## config.mk

```make
export PLATFORM = sky130hd
export DESIGN_NAME = eid_datapath
export DESIGN_NICKNAME = d
export VERILOG_FILES = /design/src/eid_pkg.sv /design/src/eid_datapath.sv
export SDC_FILE = /design/constraint.sdc
export NUM_CORES = 1
export LEC_CHECK = 0
export ABC_AREA = 1
export ABC_CLOCK_PERIOD_IN_PS = 4350
export BUFFER_PORTS_ARGS = -buffer_cell sky130_fd_sc_hd__buf_2
export CELL_PAD_IN_SITES_DETAIL_PLACEMENT = 0
export CELL_PAD_IN_SITES_GLOBAL_PLACEMENT = 1
export CORE_MARGIN = 1
export CORE_UTILIZATION = 44
export DETAILED_ROUTE_END_ITERATION = 10
export PLACE_DENSITY = 0.9
export SYNTH_ARGS = -nofsm -noshare
export SYNTH_HDL_FRONTEND = slang
export SYNTH_SLANG_ARGS = --single-unit
```

## constraint.sdc

```tcl
create_clock -name pclk -period 4.35 [get_ports pclk]
set_input_delay 0 -clock pclk [delete_from_list [all_inputs] [get_ports pclk]]
set_output_delay 0 -clock pclk [all_outputs]
set_load 0.005 [all_outputs]
```

## src/eid_pkg.sv

```systemverilog
package eid_pkg;

    // apb map
    localparam logic [7:0] EID_OFF_CMD    = 8'h00;
    localparam logic [7:0] EID_OFF_ACC    = 8'h04;
    localparam logic [7:0] EID_OFF_FLAGS  = 8'h08;
    localparam logic [7:0] EID_OFF_TPLO   = 8'h0c;
    localparam logic [7:0] EID_OFF_TPHI   = 8'h10;
    localparam logic [7:0] EID_OFF_LATCH  = 8'h14;
    localparam logic [7:0] EID_OFF_STATUS = 8'h18;
    localparam logic [7:0] EID_OFF_MEM    = 8'h40;
    localparam int unsigned EID_MEM_DEPTH = 16;

    // command word field positions
    localparam int unsigned EID_CMD_OP_LSB   = 0;
    localparam int unsigned EID_CMD_BIT_LSB  = 8;
    localparam int unsigned EID_CMD_ADDR_LSB = 16;

    // status word field positions
    localparam int unsigned EID_ST_BUSY    = 0;
    localparam int unsigned EID_ST_SKIP    = 1;
    localparam int unsigned EID_ST_ILLEGAL = 2;
    localparam int unsigned EID_ST_CYC_LSB = 4;

    // program memory
    localparam int unsigned EID_PROG_AW   = 12;
    localparam int unsigned EID_PAGE_W    = 4;
    localparam logic [3:0]  EID_LAST_PAGE = 4'hf;

    // instruction cycle counts
    localparam logic [3:0] EID_SKIP_CYCLES = 4'h3;

    // reset values
    localparam logic [7:0] EID_BYTE_RST  = 8'h00;
    localparam logic [5:0] EID_FLAGS_RST = 6'h00;

    typedef enum logic [4:0] {
        EID_NOP      = 5'b00000,
        EID_ROR      = 5'b00001,
        EID_RORA     = 5'b00010,
        EID_RORC     = 5'b00011,
        EID_RORCA    = 5'b00100,
        EID_SBC      = 5'b00101,
        EID_SBCM     = 5'b00110,
        EID_SUB      = 5'b00111,
        EID_SUBM     = 5'b01000,
        EID_SDZ      = 5'b01001,
        EID_SDZA     = 5'b01010,
        EID_SIZ      = 5'b01011,
        EID_SIZA     = 5'b01100,
        EID_SET      = 5'b01101,
        EID_SETBIT   = 5'b01110,
        EID_SNZBIT   = 5'b01111,
        EID_SNZ      = 5'b10000,
        EID_SZ       = 5'b10001,
        EID_SZA      = 5'b10010,
        EID_SZBIT    = 5'b10011,
        EID_SWAP     = 5'b10100,
        EID_SWAPA    = 5'b10101,
        EID_TABRD    = 5'b10110,
        EID_TABRDL   = 5'b10111,
        EID_ITABRD   = 5'b11000,
        EID_ITABRDL  = 5'b11001,
        EID_XOR      = 5'b11010,
        EID_XORM     = 5'b11011
    } eid_op_t;

    typedef struct packed {
        logic [3:0] addr;
        logic [2:0] bit_sel;
        eid_op_t    op;
    } eid_cmd_t;

    // bit 0 is carry
    typedef struct packed {
        logic chained_nil_flag;
        logic sub_sign_flag;
        logic signed_wrap_flag;
        logic z;
        logic nibble_out_flag;
        logic c;
    } eid_flags_t;

    typedef struct packed {
        logic [7:0] res;
        logic       c;
        logic       nibble_out;
        logic       signed_wrap;
    } eid_sub_t;

    typedef enum logic [1:0] {
        ST_IDLE   = 2'b00,
        ST_EXEC   = 2'b01,
        ST_TFETCH = 2'b10,
        ST_DUMMY  = 2'b11
    } eid_state_t;

endpackage

```

## src/eid_datapath.sv

```systemverilog
`timescale 1ns/1ps
// Contract
// - rotate_right rotates memory byte, flags kept
// - rotate_right_to_acc loads rotated byte into acc
// - thru-carry rotate: nine-bit ring, memory written
// - thru-carry to acc, carry from bit0
// - borrow subtract: acc minus byte minus not-carry
// - subtraction carry clear if negative, else set
// - memory subtract forms write the data byte
// - subtracts update all six flags
// - plain subtract: acc minus byte only
// - decrement, skip on zero result
// - taken skip costs three cycles total
// - accumulator skip forms leave memory alone
// - increment, skip on zero, no flags
// - set byte ff, set bit, no flags
// - bit test skips on set or clear
// - byte test writes back, skips by value
// - copy to acc, skip if zero
// - nibble exchange in place or to acc
// - page table read via both pointers
// - last page table read via low pointer
// - preincrement low pointer before table read
// - xor to acc or memory, zero flag only
module eid_datapath
    import eid_pkg::*;
(
    // apb slave
    input  wire logic                      pclk,
    input  wire logic                      presetn,
    input  wire logic                      psel,
    input  wire logic                      penable,
    input  wire logic                      pwrite,
    input  wire logic [7:0]                paddr,
    input  wire logic [31:0]               pwdata,
    output logic      [31:0]               prdata,
    output logic                           pready,
    output logic                           pslverr,
    // program memory, asynchronous read of prog_addr
    output logic      [EID_PROG_AW-1:0]    prog_addr,
    output logic                           prog_rd,
    input  wire logic [15:0]               prog_word,
    // core view
    output logic      [7:0]                acc_out,
    output eid_pkg::eid_flags_t            flags_out,
    output logic                           busy,
    output logic                           skip_taken
);
    import eid_pkg::*;

    eid_state_t  state;
    eid_cmd_t    cmd;
    eid_flags_t  flags;
    eid_flags_t  next_flags;
    eid_sub_t    sub_r;
    logic [7:0]  acc;
    logic [7:0]  table_ptr_low;
    logic [7:0]  table_ptr_high;
    logic [7:0]  table_high_latch;
    logic [7:0]  mem [EID_MEM_DEPTH];
    logic [7:0]  ex_m;
    logic [7:0]  res;
    logic [7:0]  next_table_ptr_low;
    logic        wr_mem;
    logic        wr_acc;
    logic        ex_skip;
    logic        ex_tbl;
    logic        ex_last;
    logic        ex_illegal;
    logic        skip_pending;
    logic        illegal;
    logic        rd_done;
    logic [3:0]  cyc;
    logic [3:0]  last_cyc;
    logic        apb_acc;
    logic        wr_fire;
    logic        cmd_fire;
    logic        exec;

    function automatic logic is_mem(input logic [7:0] a);
        return a[7:6] == EID_OFF_MEM[7:6] && a[1:0] == 2'b00;
    endfunction

    function automatic logic addr_ok(input logic [7:0] a);
        return is_mem(a) || a == EID_OFF_CMD || a == EID_OFF_ACC || a == EID_OFF_FLAGS
            || a == EID_OFF_TPLO || a == EID_OFF_TPHI || a == EID_OFF_LATCH
            || a == EID_OFF_STATUS;
    endfunction

    // borrow is the inverted carry; carry out is "no borrow"
    function automatic eid_sub_t sub8(input logic [7:0] a, input logic [7:0] b,
                                      input logic bw);
        eid_sub_t   r;
        logic [8:0] d;
        logic [4:0] lo;
        d    = {1'b0, a} - {1'b0, b} - {8'h00, bw};
        lo   = {1'b0, a[3:0]} - {1'b0, b[3:0]} - {4'h0, bw};
        r.res = d[7:0];
        r.c   = ~d[8];
        r.nibble_out  = ~lo[4];
        r.signed_wrap = (a[7] ^ b[7]) & (a[7] ^ d[7]);
        return r;
    endfunction

    assign busy      = state != ST_IDLE;
    assign exec      = state == ST_EXEC;
    assign apb_acc   = psel & penable;
    // writes stall while an instruction runs; reads also stall until idle, then take one wait state
    assign pready    = pwrite ? ~busy : rd_done;
    assign pslverr   = apb_acc & pready & ~addr_ok(paddr);
    assign wr_fire   = apb_acc & pwrite & pready & addr_ok(paddr);
    assign cmd_fire  = wr_fire & (paddr == EID_OFF_CMD);
    assign acc_out   = acc;
    assign flags_out = flags;
    assign ex_m      = mem[cmd.addr];

    always_comb begin
        res        = ex_m;
        wr_mem     = 1'b0;
        wr_acc     = 1'b0;
        ex_skip    = 1'b0;
        ex_tbl     = 1'b0;
        ex_last    = 1'b0;
        ex_illegal = 1'b0;
        next_flags = flags;
        next_table_ptr_low = table_ptr_low;
        sub_r      = sub8(acc, ex_m, 1'b0);
        unique case (cmd.op)
            EID_NOP: begin
            end
            EID_ROR, EID_RORA: begin
                res    = {ex_m[0], ex_m[7:1]};
                wr_mem = cmd.op == EID_ROR;
                wr_acc = cmd.op == EID_RORA;
            end
            EID_RORC, EID_RORCA: begin
                res          = {flags.c, ex_m[7:1]};
                next_flags.c = ex_m[0];
                wr_mem       = cmd.op == EID_RORC;
                wr_acc       = cmd.op == EID_RORCA;
            end
            EID_SUB, EID_SUBM, EID_SBC, EID_SBCM: begin
                if (cmd.op == EID_SBC || cmd.op == EID_SBCM) begin
                    sub_r = sub8(acc, ex_m, ~flags.c);
                end
                res           = sub_r.res;
                next_flags.c  = sub_r.c;
                next_flags.nibble_out_flag  = sub_r.nibble_out;
                next_flags.signed_wrap_flag = sub_r.signed_wrap;
                next_flags.z                = sub_r.res == 8'h00;
                next_flags.sub_sign_flag    = sub_r.signed_wrap ^ sub_r.res[7];
                // chained zero keeps a multi-byte compare honest
                next_flags.chained_nil_flag = (cmd.op == EID_SBC || cmd.op == EID_SBCM)
                    ? (next_flags.z & flags.chained_nil_flag) : next_flags.z;
                wr_mem = cmd.op == EID_SUBM || cmd.op == EID_SBCM;
                wr_acc = cmd.op == EID_SUB || cmd.op == EID_SBC;
            end
            EID_SDZ, EID_SDZA: begin
                res     = ex_m - 8'h01;
                ex_skip = res == 8'h00;
                wr_mem  = cmd.op == EID_SDZ;
                wr_acc  = cmd.op == EID_SDZA;
            end
            EID_SIZ, EID_SIZA: begin
                res     = ex_m + 8'h01;
                ex_skip = res == 8'h00;
                wr_mem  = cmd.op == EID_SIZ;
                wr_acc  = cmd.op == EID_SIZA;
            end
            EID_SET: begin
                res    = 8'hff;
                wr_mem = 1'b1;
            end
            EID_SETBIT: begin
                res    = ex_m | (8'h01 << cmd.bit_sel);
                wr_mem = 1'b1;
            end
            EID_SNZBIT: ex_skip = ex_m[cmd.bit_sel];
            EID_SZBIT:  ex_skip = ~ex_m[cmd.bit_sel];
            EID_SNZ, EID_SZ: begin
                wr_mem  = 1'b1;
                ex_skip = (cmd.op == EID_SNZ) == (ex_m != 8'h00);
            end
            EID_SZA: begin
                wr_acc  = 1'b1;
                ex_skip = ex_m == 8'h00;
            end
            EID_SWAP, EID_SWAPA: begin
                res    = {ex_m[3:0], ex_m[7:4]};
                wr_mem = cmd.op == EID_SWAP;
                wr_acc = cmd.op == EID_SWAPA;
            end
            EID_TABRD, EID_TABRDL, EID_ITABRD, EID_ITABRDL: begin
                ex_tbl  = 1'b1;
                ex_last = cmd.op == EID_TABRDL || cmd.op == EID_ITABRDL;
                if (cmd.op == EID_ITABRD || cmd.op == EID_ITABRDL) begin
                    next_table_ptr_low = table_ptr_low + 8'h01;
                end
            end
            EID_XOR, EID_XORM: begin
                res          = acc ^ ex_m;
                next_flags.z = res == 8'h00;
                wr_mem       = cmd.op == EID_XORM;
                wr_acc       = cmd.op == EID_XOR;
            end
            default: ex_illegal = 1'b1;
        endcase
    end

    // sequencing
    always_ff @(posedge pclk or negedge presetn) begin
        if (!presetn) begin
            state <= ST_IDLE;
        end else begin
            unique case (state)
                ST_IDLE:   if (cmd_fire && !skip_pending) state <= ST_EXEC;
                ST_EXEC:   state <= ex_tbl ? ST_TFETCH : (ex_skip ? ST_DUMMY : ST_IDLE);
                ST_TFETCH: state <= ST_IDLE;
                ST_DUMMY:  if (cyc == EID_SKIP_CYCLES - 4'h1) state <= ST_IDLE;
            endcase
        end
    end

    always_ff @(posedge pclk or negedge presetn) begin
        if (!presetn) begin
            cyc      <= 4'h0;
            last_cyc <= 4'h0;
        end else if (busy) begin
            cyc <= cyc + 4'h1;
            if ((state == ST_EXEC && !ex_tbl && !ex_skip) || state == ST_TFETCH
                || (state == ST_DUMMY && cyc == EID_SKIP_CYCLES - 4'h1)) begin
                last_cyc <= cyc + 4'h1;
                cyc      <= 4'h0;
            end
        end
    end

    // a pending skip swallows the next command as a no-op
    always_ff @(posedge pclk or negedge presetn) begin
        if (!presetn) begin
            skip_pending <= 1'b0;
            skip_taken   <= 1'b0;
        end else begin
            skip_taken <= exec && ex_skip;
            if (exec && ex_skip) begin
                skip_pending <= 1'b1;
            end else if (cmd_fire) begin
                skip_pending <= 1'b0;
            end
        end
    end

    always_ff @(posedge pclk or negedge presetn) begin
        if (!presetn) begin
            cmd <= '{addr: 4'h0, bit_sel: 3'h0, op: EID_NOP};
        end else if (cmd_fire && !skip_pending) begin
            cmd.op      <= eid_op_t'(pwdata[EID_CMD_OP_LSB +: 5]);
            cmd.bit_sel <= pwdata[EID_CMD_BIT_LSB +: 3];
            cmd.addr    <= pwdata[EID_CMD_ADDR_LSB +: 4];
        end
    end

    always_ff @(posedge pclk or negedge presetn) begin
        if (!presetn) begin
            illegal <= 1'b0;
        end else if (exec) begin
            illegal <= ex_illegal;
        end
    end

    always_ff @(posedge pclk or negedge presetn) begin
        if (!presetn) begin
            acc <= EID_BYTE_RST;
        end else if (wr_fire && paddr == EID_OFF_ACC) begin
            acc <= pwdata[7:0];
        end else if (exec && wr_acc) begin
            acc <= res;
        end
    end

    always_ff @(posedge pclk or negedge presetn) begin
        if (!presetn) begin
            flags <= EID_FLAGS_RST;
        end else if (wr_fire && paddr == EID_OFF_FLAGS) begin
            flags <= pwdata[5:0];
        end else if (exec) begin
            flags <= next_flags;
        end
    end

    always_ff @(posedge pclk or negedge presetn) begin
        if (!presetn) begin
            for (int i = 0; i < EID_MEM_DEPTH; i++) begin
                mem[i] <= EID_BYTE_RST;
            end
        end else if (wr_fire && is_mem(paddr)) begin
            mem[paddr[5:2]] <= pwdata[7:0];
        end else if (exec && wr_mem) begin
            mem[cmd.addr] <= res;
        end else if (state == ST_TFETCH) begin
            mem[cmd.addr] <= prog_word[7:0];
        end
    end

    // table pointers and high-byte latch
    always_ff @(posedge pclk or negedge presetn) begin
        if (!presetn) begin
            table_ptr_low    <= EID_BYTE_RST;
            table_ptr_high   <= EID_BYTE_RST;
            table_high_latch <= EID_BYTE_RST;
        end else begin
            if (wr_fire && paddr == EID_OFF_TPLO) begin
                table_ptr_low <= pwdata[7:0];
            end else if (exec) begin
                table_ptr_low <= next_table_ptr_low;
            end
            if (wr_fire && paddr == EID_OFF_TPHI) begin
                table_ptr_high <= pwdata[7:0];
            end
            if (state == ST_TFETCH) begin
                table_high_latch <= prog_word[15:8];
            end
        end
    end

    // the updated low pointer is used, so an increment lands before the read
    always_ff @(posedge pclk or negedge presetn) begin
        if (!presetn) begin
            prog_addr <= '0;
            prog_rd   <= 1'b0;
        end else begin
            prog_rd <= exec && ex_tbl;
            if (exec && ex_tbl) begin
                prog_addr <= {ex_last ? EID_LAST_PAGE : table_ptr_high[EID_PAGE_W-1:0],
                              next_table_ptr_low};
            end
        end
    end

    // read data is registered one cycle into the access phase
    always_ff @(posedge pclk or negedge presetn) begin
        if (!presetn) begin
            prdata  <= 32'h0000_0000;
            rd_done <= 1'b0;
        end else if (apb_acc && !pwrite && !busy && !rd_done) begin
            rd_done <= 1'b1;
            prdata  <= 32'h0000_0000;
            if (is_mem(paddr)) begin
                prdata[7:0] <= mem[paddr[5:2]];
            end else begin
                unique case (paddr)
                    EID_OFF_CMD:    prdata[20:0] <= {1'b0, cmd.addr, 5'h00, cmd.bit_sel,
                                                     3'h0, cmd.op};
                    EID_OFF_ACC:    prdata[7:0]  <= acc;
                    EID_OFF_FLAGS:  prdata[5:0]  <= flags;
                    EID_OFF_TPLO:   prdata[7:0]  <= table_ptr_low;
                    EID_OFF_TPHI:   prdata[7:0]  <= table_ptr_high;
                    EID_OFF_LATCH:  prdata[7:0]  <= table_high_latch;
                    EID_OFF_STATUS: prdata[7:0]  <= {last_cyc, 1'b0, illegal,
                                                     skip_pending, busy};
                    default:        prdata       <= 32'h0000_0000;
                endcase
            end
        end else if (rd_done) begin
            rd_done <= 1'b0;
        end
    end
endmodule

```

==> summary.txt <==
Clock network
  – CTS Sinks: 220
  – Max Buffers Root-to-Sink: 3
  – Clk_lat worst skew: 580 ps
  – Root Driver: clkbuf_16
  – CTS tree: done
  – H-tree lvl count: 1
  – Num CTS Buffers: 27
  – Worst-path clk slew: 60 ps

Logic synthesis
  – Post-synth EDFFs: 0
  – Largest cells by area after synthesis: dfrtp_1 (35%), nand2_1 (17%), nor2_1 (8.5%), a21oi_1 (8.4%), inv_1 (3.7%)
  – Syn. warnings: 0
  – Area leader, netlist: dfrtp_1
  – Synth async-reset ratio: 100.0%
  – Count of cell types in the netlist: 54
  – Top-count cell post-synth: nand2_1
  – Ys flop type: dfrtp_1
  – FF+latch count, synth: 220
  – Synth top cells by count: nand2_1 (704), nor2_1 (353), a21oi_1 (262), dfrtp_1 (220), inv_1 (152)
  – Area of the mapped netlist: 0.01562 mm²
  – Seq/Total Area, Yosys: 35.24%
  – Avg Inst Size Synth: 6.681 µm²
  – Post-synthesis cell count: 2338
  – Post-synth top area share: 35.24%

Timing
  – Fin crit period: 4111 ps
  – Final setup violating endpoints: 0
  – Slew @ Worst Pin: 1151 ps
  – Worst setup margin: 238.6 ps
  – Unrepaired setup endpoints after global routing: no
  – Fmax: 0.2432 GHz
  – Fin Clk Skew: 27.41 ps
  – Final Cycle Share: 94.51%
  – Rel. slew slack: 23.20%
  – Fin Setup TNS: 0 ps
  – Final Max Tran Viols: 0
  – Hold Fails Final Rpt: 0

GRT
  – Vias in the first global route: 16190
  – Gr ovfl total: 0
  – All-Layer GR Usage: 34.97%
  – Initial antenna violation count: 1
  – First-pass GRT wire length: 96610 µm
  – Pin count of the biggest net entering global routing: 117

Floorplan
  – Core region area: 0.03471 mm²
  – Die width: 190.4 µm
  – Initial core utilization: 45.00%
  – Ports: 124
  – Die ar.: 0.03626 mm²
  – # rows: 68
  – Die Ht: 190.4 µm

Flow run
  – Max Cap Viol: 0

Cells and area
  – Final net count: 2520
  – Util after Layout: 50.91%
  – Fillers: 3548
  – Share of cells above drive strength 1: 12.76%
  – Ant. Diodes: 0
  – Fin cells: 2915
  – Area grow syn2layout: 13.14%
  – Final instance area: 0.01767 mm²

Detailed routing
  – Wire per inst: 21.92 µm
  – Via density: 5.965
  – Detailed Route WL: 63880 µm
  – Antenna Nets Post-Route: 0
  – Total number of vias: 17390
  – TritonRoute pass-1 iters: 6
  – DR DRC count: 0
  – First DRT Iteration DRCs: 2063

Setup path
  – Critical Path RT: 4810 ps
  – Peak fanout along the critical path: 51
  – Worst R2R Path Depth: 23
  – Arr. time, crit path: 4570 ps
  – RR Startpoint: cmd[8]
  – FF-to-FF setup slack: 240 ps
  – Kind of critical path: flop to flop
  – Worst R2R End: mem[55]
  – Startpoint Class: flop
  – CP Capture Type: flop

Outcome
  – Outcome: completed

Worst hold path
  – HP Start: pwdata[5]
  – Hold crit path type: input pin to flop
  – Hold Path End: table_ptr_high[5]
  – Worst hold stages: 3

Place
  – Placed instance count: 2843
  – Placer Congestion: 1.043
  – Port Buf Inserts: 89
  – Pre-CTS setup slack: 184.7 ps
  – Dpl hpwl: 45020 µm
  – Post-Place Cell Area: 0.01651 mm²

Power and ir drop
  – Peak supply drop: 0.0002980 V
  – LEAKAGE: 0.008442 µW
  – PwrDens: 302.7 mW/mm²
metal layers:
| metal | routed length, µm | part of all wire [%] | track usage [%] | vias to the layer above |
|---|---|---|---|---|
| met1 | 25790 | 40 | 48.13 | 8261 |
| li1 | - | - | - | 7888 |
| met5 | 10 | 0.016 | 0 | - |
| met2 | 27900 | 44 | 53.19 | 1044 |
| met4 | 2976 | 4.7 | 14.58 | 2 |
| met3 | 7211 | 11 | 7.177 | 192 |
worst max path at each step:
stage	startpoint	end	slack, ps	cells past startpoint
2_1_floorplan	cmd[8]	mem[111]	790	26
3_3_place_gp	cmd[8]	mem[41]	230	23
3_5_place_dp	cmd[8]	mem[41]	180	23
4_1_cts	cmd[8]	mem[41]	130	23
5_1_grt	cmd[8]	mem[23]	40	23
6_report	cmd[8]	mem[55]	240	23
layout by cell type (no fill, tap or decap), types with 6 or more instances in the layout:
cell	Yosys	routed
nand2_1	704	704
nand4_1	18	18
inv_1	152	152
inv_2	38	37
nand2_2	26	26
nor2_2	18	19
clkbuf_16	0	27
dlygate4sd3_1	0	21
a22oi_1	69	69
xor2_1	15	15
o211ai_1	9	9
o21a_1	11	11
dfrtp_1	220	219
a21oi_1	262	262
nor2_1	353	350
o21ai_2	10	10
a21oi_2	10	10
o22ai_1	12	12
buf_2	14	88
buf_4	27	43
nor3_1	14	14
clkbuf_1	39	6
nand3_1	95	95
nor2_4	11	13
o221ai_1	16	16
o21ai_1	14	14
o41ai_1	8	8
a31oi_1	21	21
o21ai_0	65	65
ha_1	19	19
conb_1	1	17
where the power goes:
part	internal (µW)	switching (µW)
registers	2080	35.2
clock network	1410	978
logic	248	594
kinds of logic after synthesis:
kind of cell | after synthesis | share of synthesized area [%]
xor gates and xnor gates | 20 | 1.121
AOI/OAI and AO/OA | 522 | 19.86
buffers and inverters | 294 | 8.474
adders and majority gates | 20 | 1.650
and+or+nand+nor | 1260 | 33.55
DFF | 220 | 35.24
other | 1 | 0.02401
muxes | 1 | 0.07208
repair_timing:
item / CTS / global route
gates resized for setup: 0 / 5
endpoints found under the hold margin: 155 / 0
buffers inserted: 0 / 1
hold buffers: 21 / 0
endpoints found under the setup margin: 0 / 96
flip-flops by register name (all words and copies together) (netlist names):
name / cells
mem: 128
cyc: 4
table_ptr_high: 8
cmd: 12
acc_out: 8
state: 2
skip_taken: 1
prog_rd: 1
table_ptr_low: 8
illegal: 1
flags_out: 6
prog_addr: 12
last_cyc: 4
prdata: 15
rd_done: 1
skip_pending: 1
table_high_latch: 8
critical path, stage by stage (launching register included):
cell	delay (ps)
dfrtp_2	440
buf_12	200
buf_4	240
nand2_1	70
nand2_1	50
nand2_1	80
nand2_1	70
nand2_1	60
nand2_1	180
nor2_4	360
ha_1	370
inv_1	140
o21ai_0	130
a21oi_1	170
xor2_1	270
inv_1	120
nor2_1	110
nand2_1	70
nand3_1	80
nand4_1	160
nand2_2	140
nand2_4	220
nand2_1	140
a21oi_1	80
metrics by stage:
stage,hold WS [ps],power [µW]
6_report,22.91,5349
5_1_grt,23.41,5502
4_1_cts,2.062,5329
3_5_place_dp,157.3,2952
3_3_place_gp,165.5,2941
2_1_floorplan,-295.6,2646
area by class of cell:
cell class	instances	area (µm²)	share of cell area [%]
Multi-Input combinational cell	1840	8877	50.23
Tap cell	455	569.3	3.221
Sequential cell	220	5507	31.16
Inverter	193	726.9	4.113
Clock buffer	38	767.0	4.340
Clock inverter	12	157.7	0.8920
Timing Repair Buffer	157	1069	6.046
No activity file was read; power rests on OpenSTA's default activity.
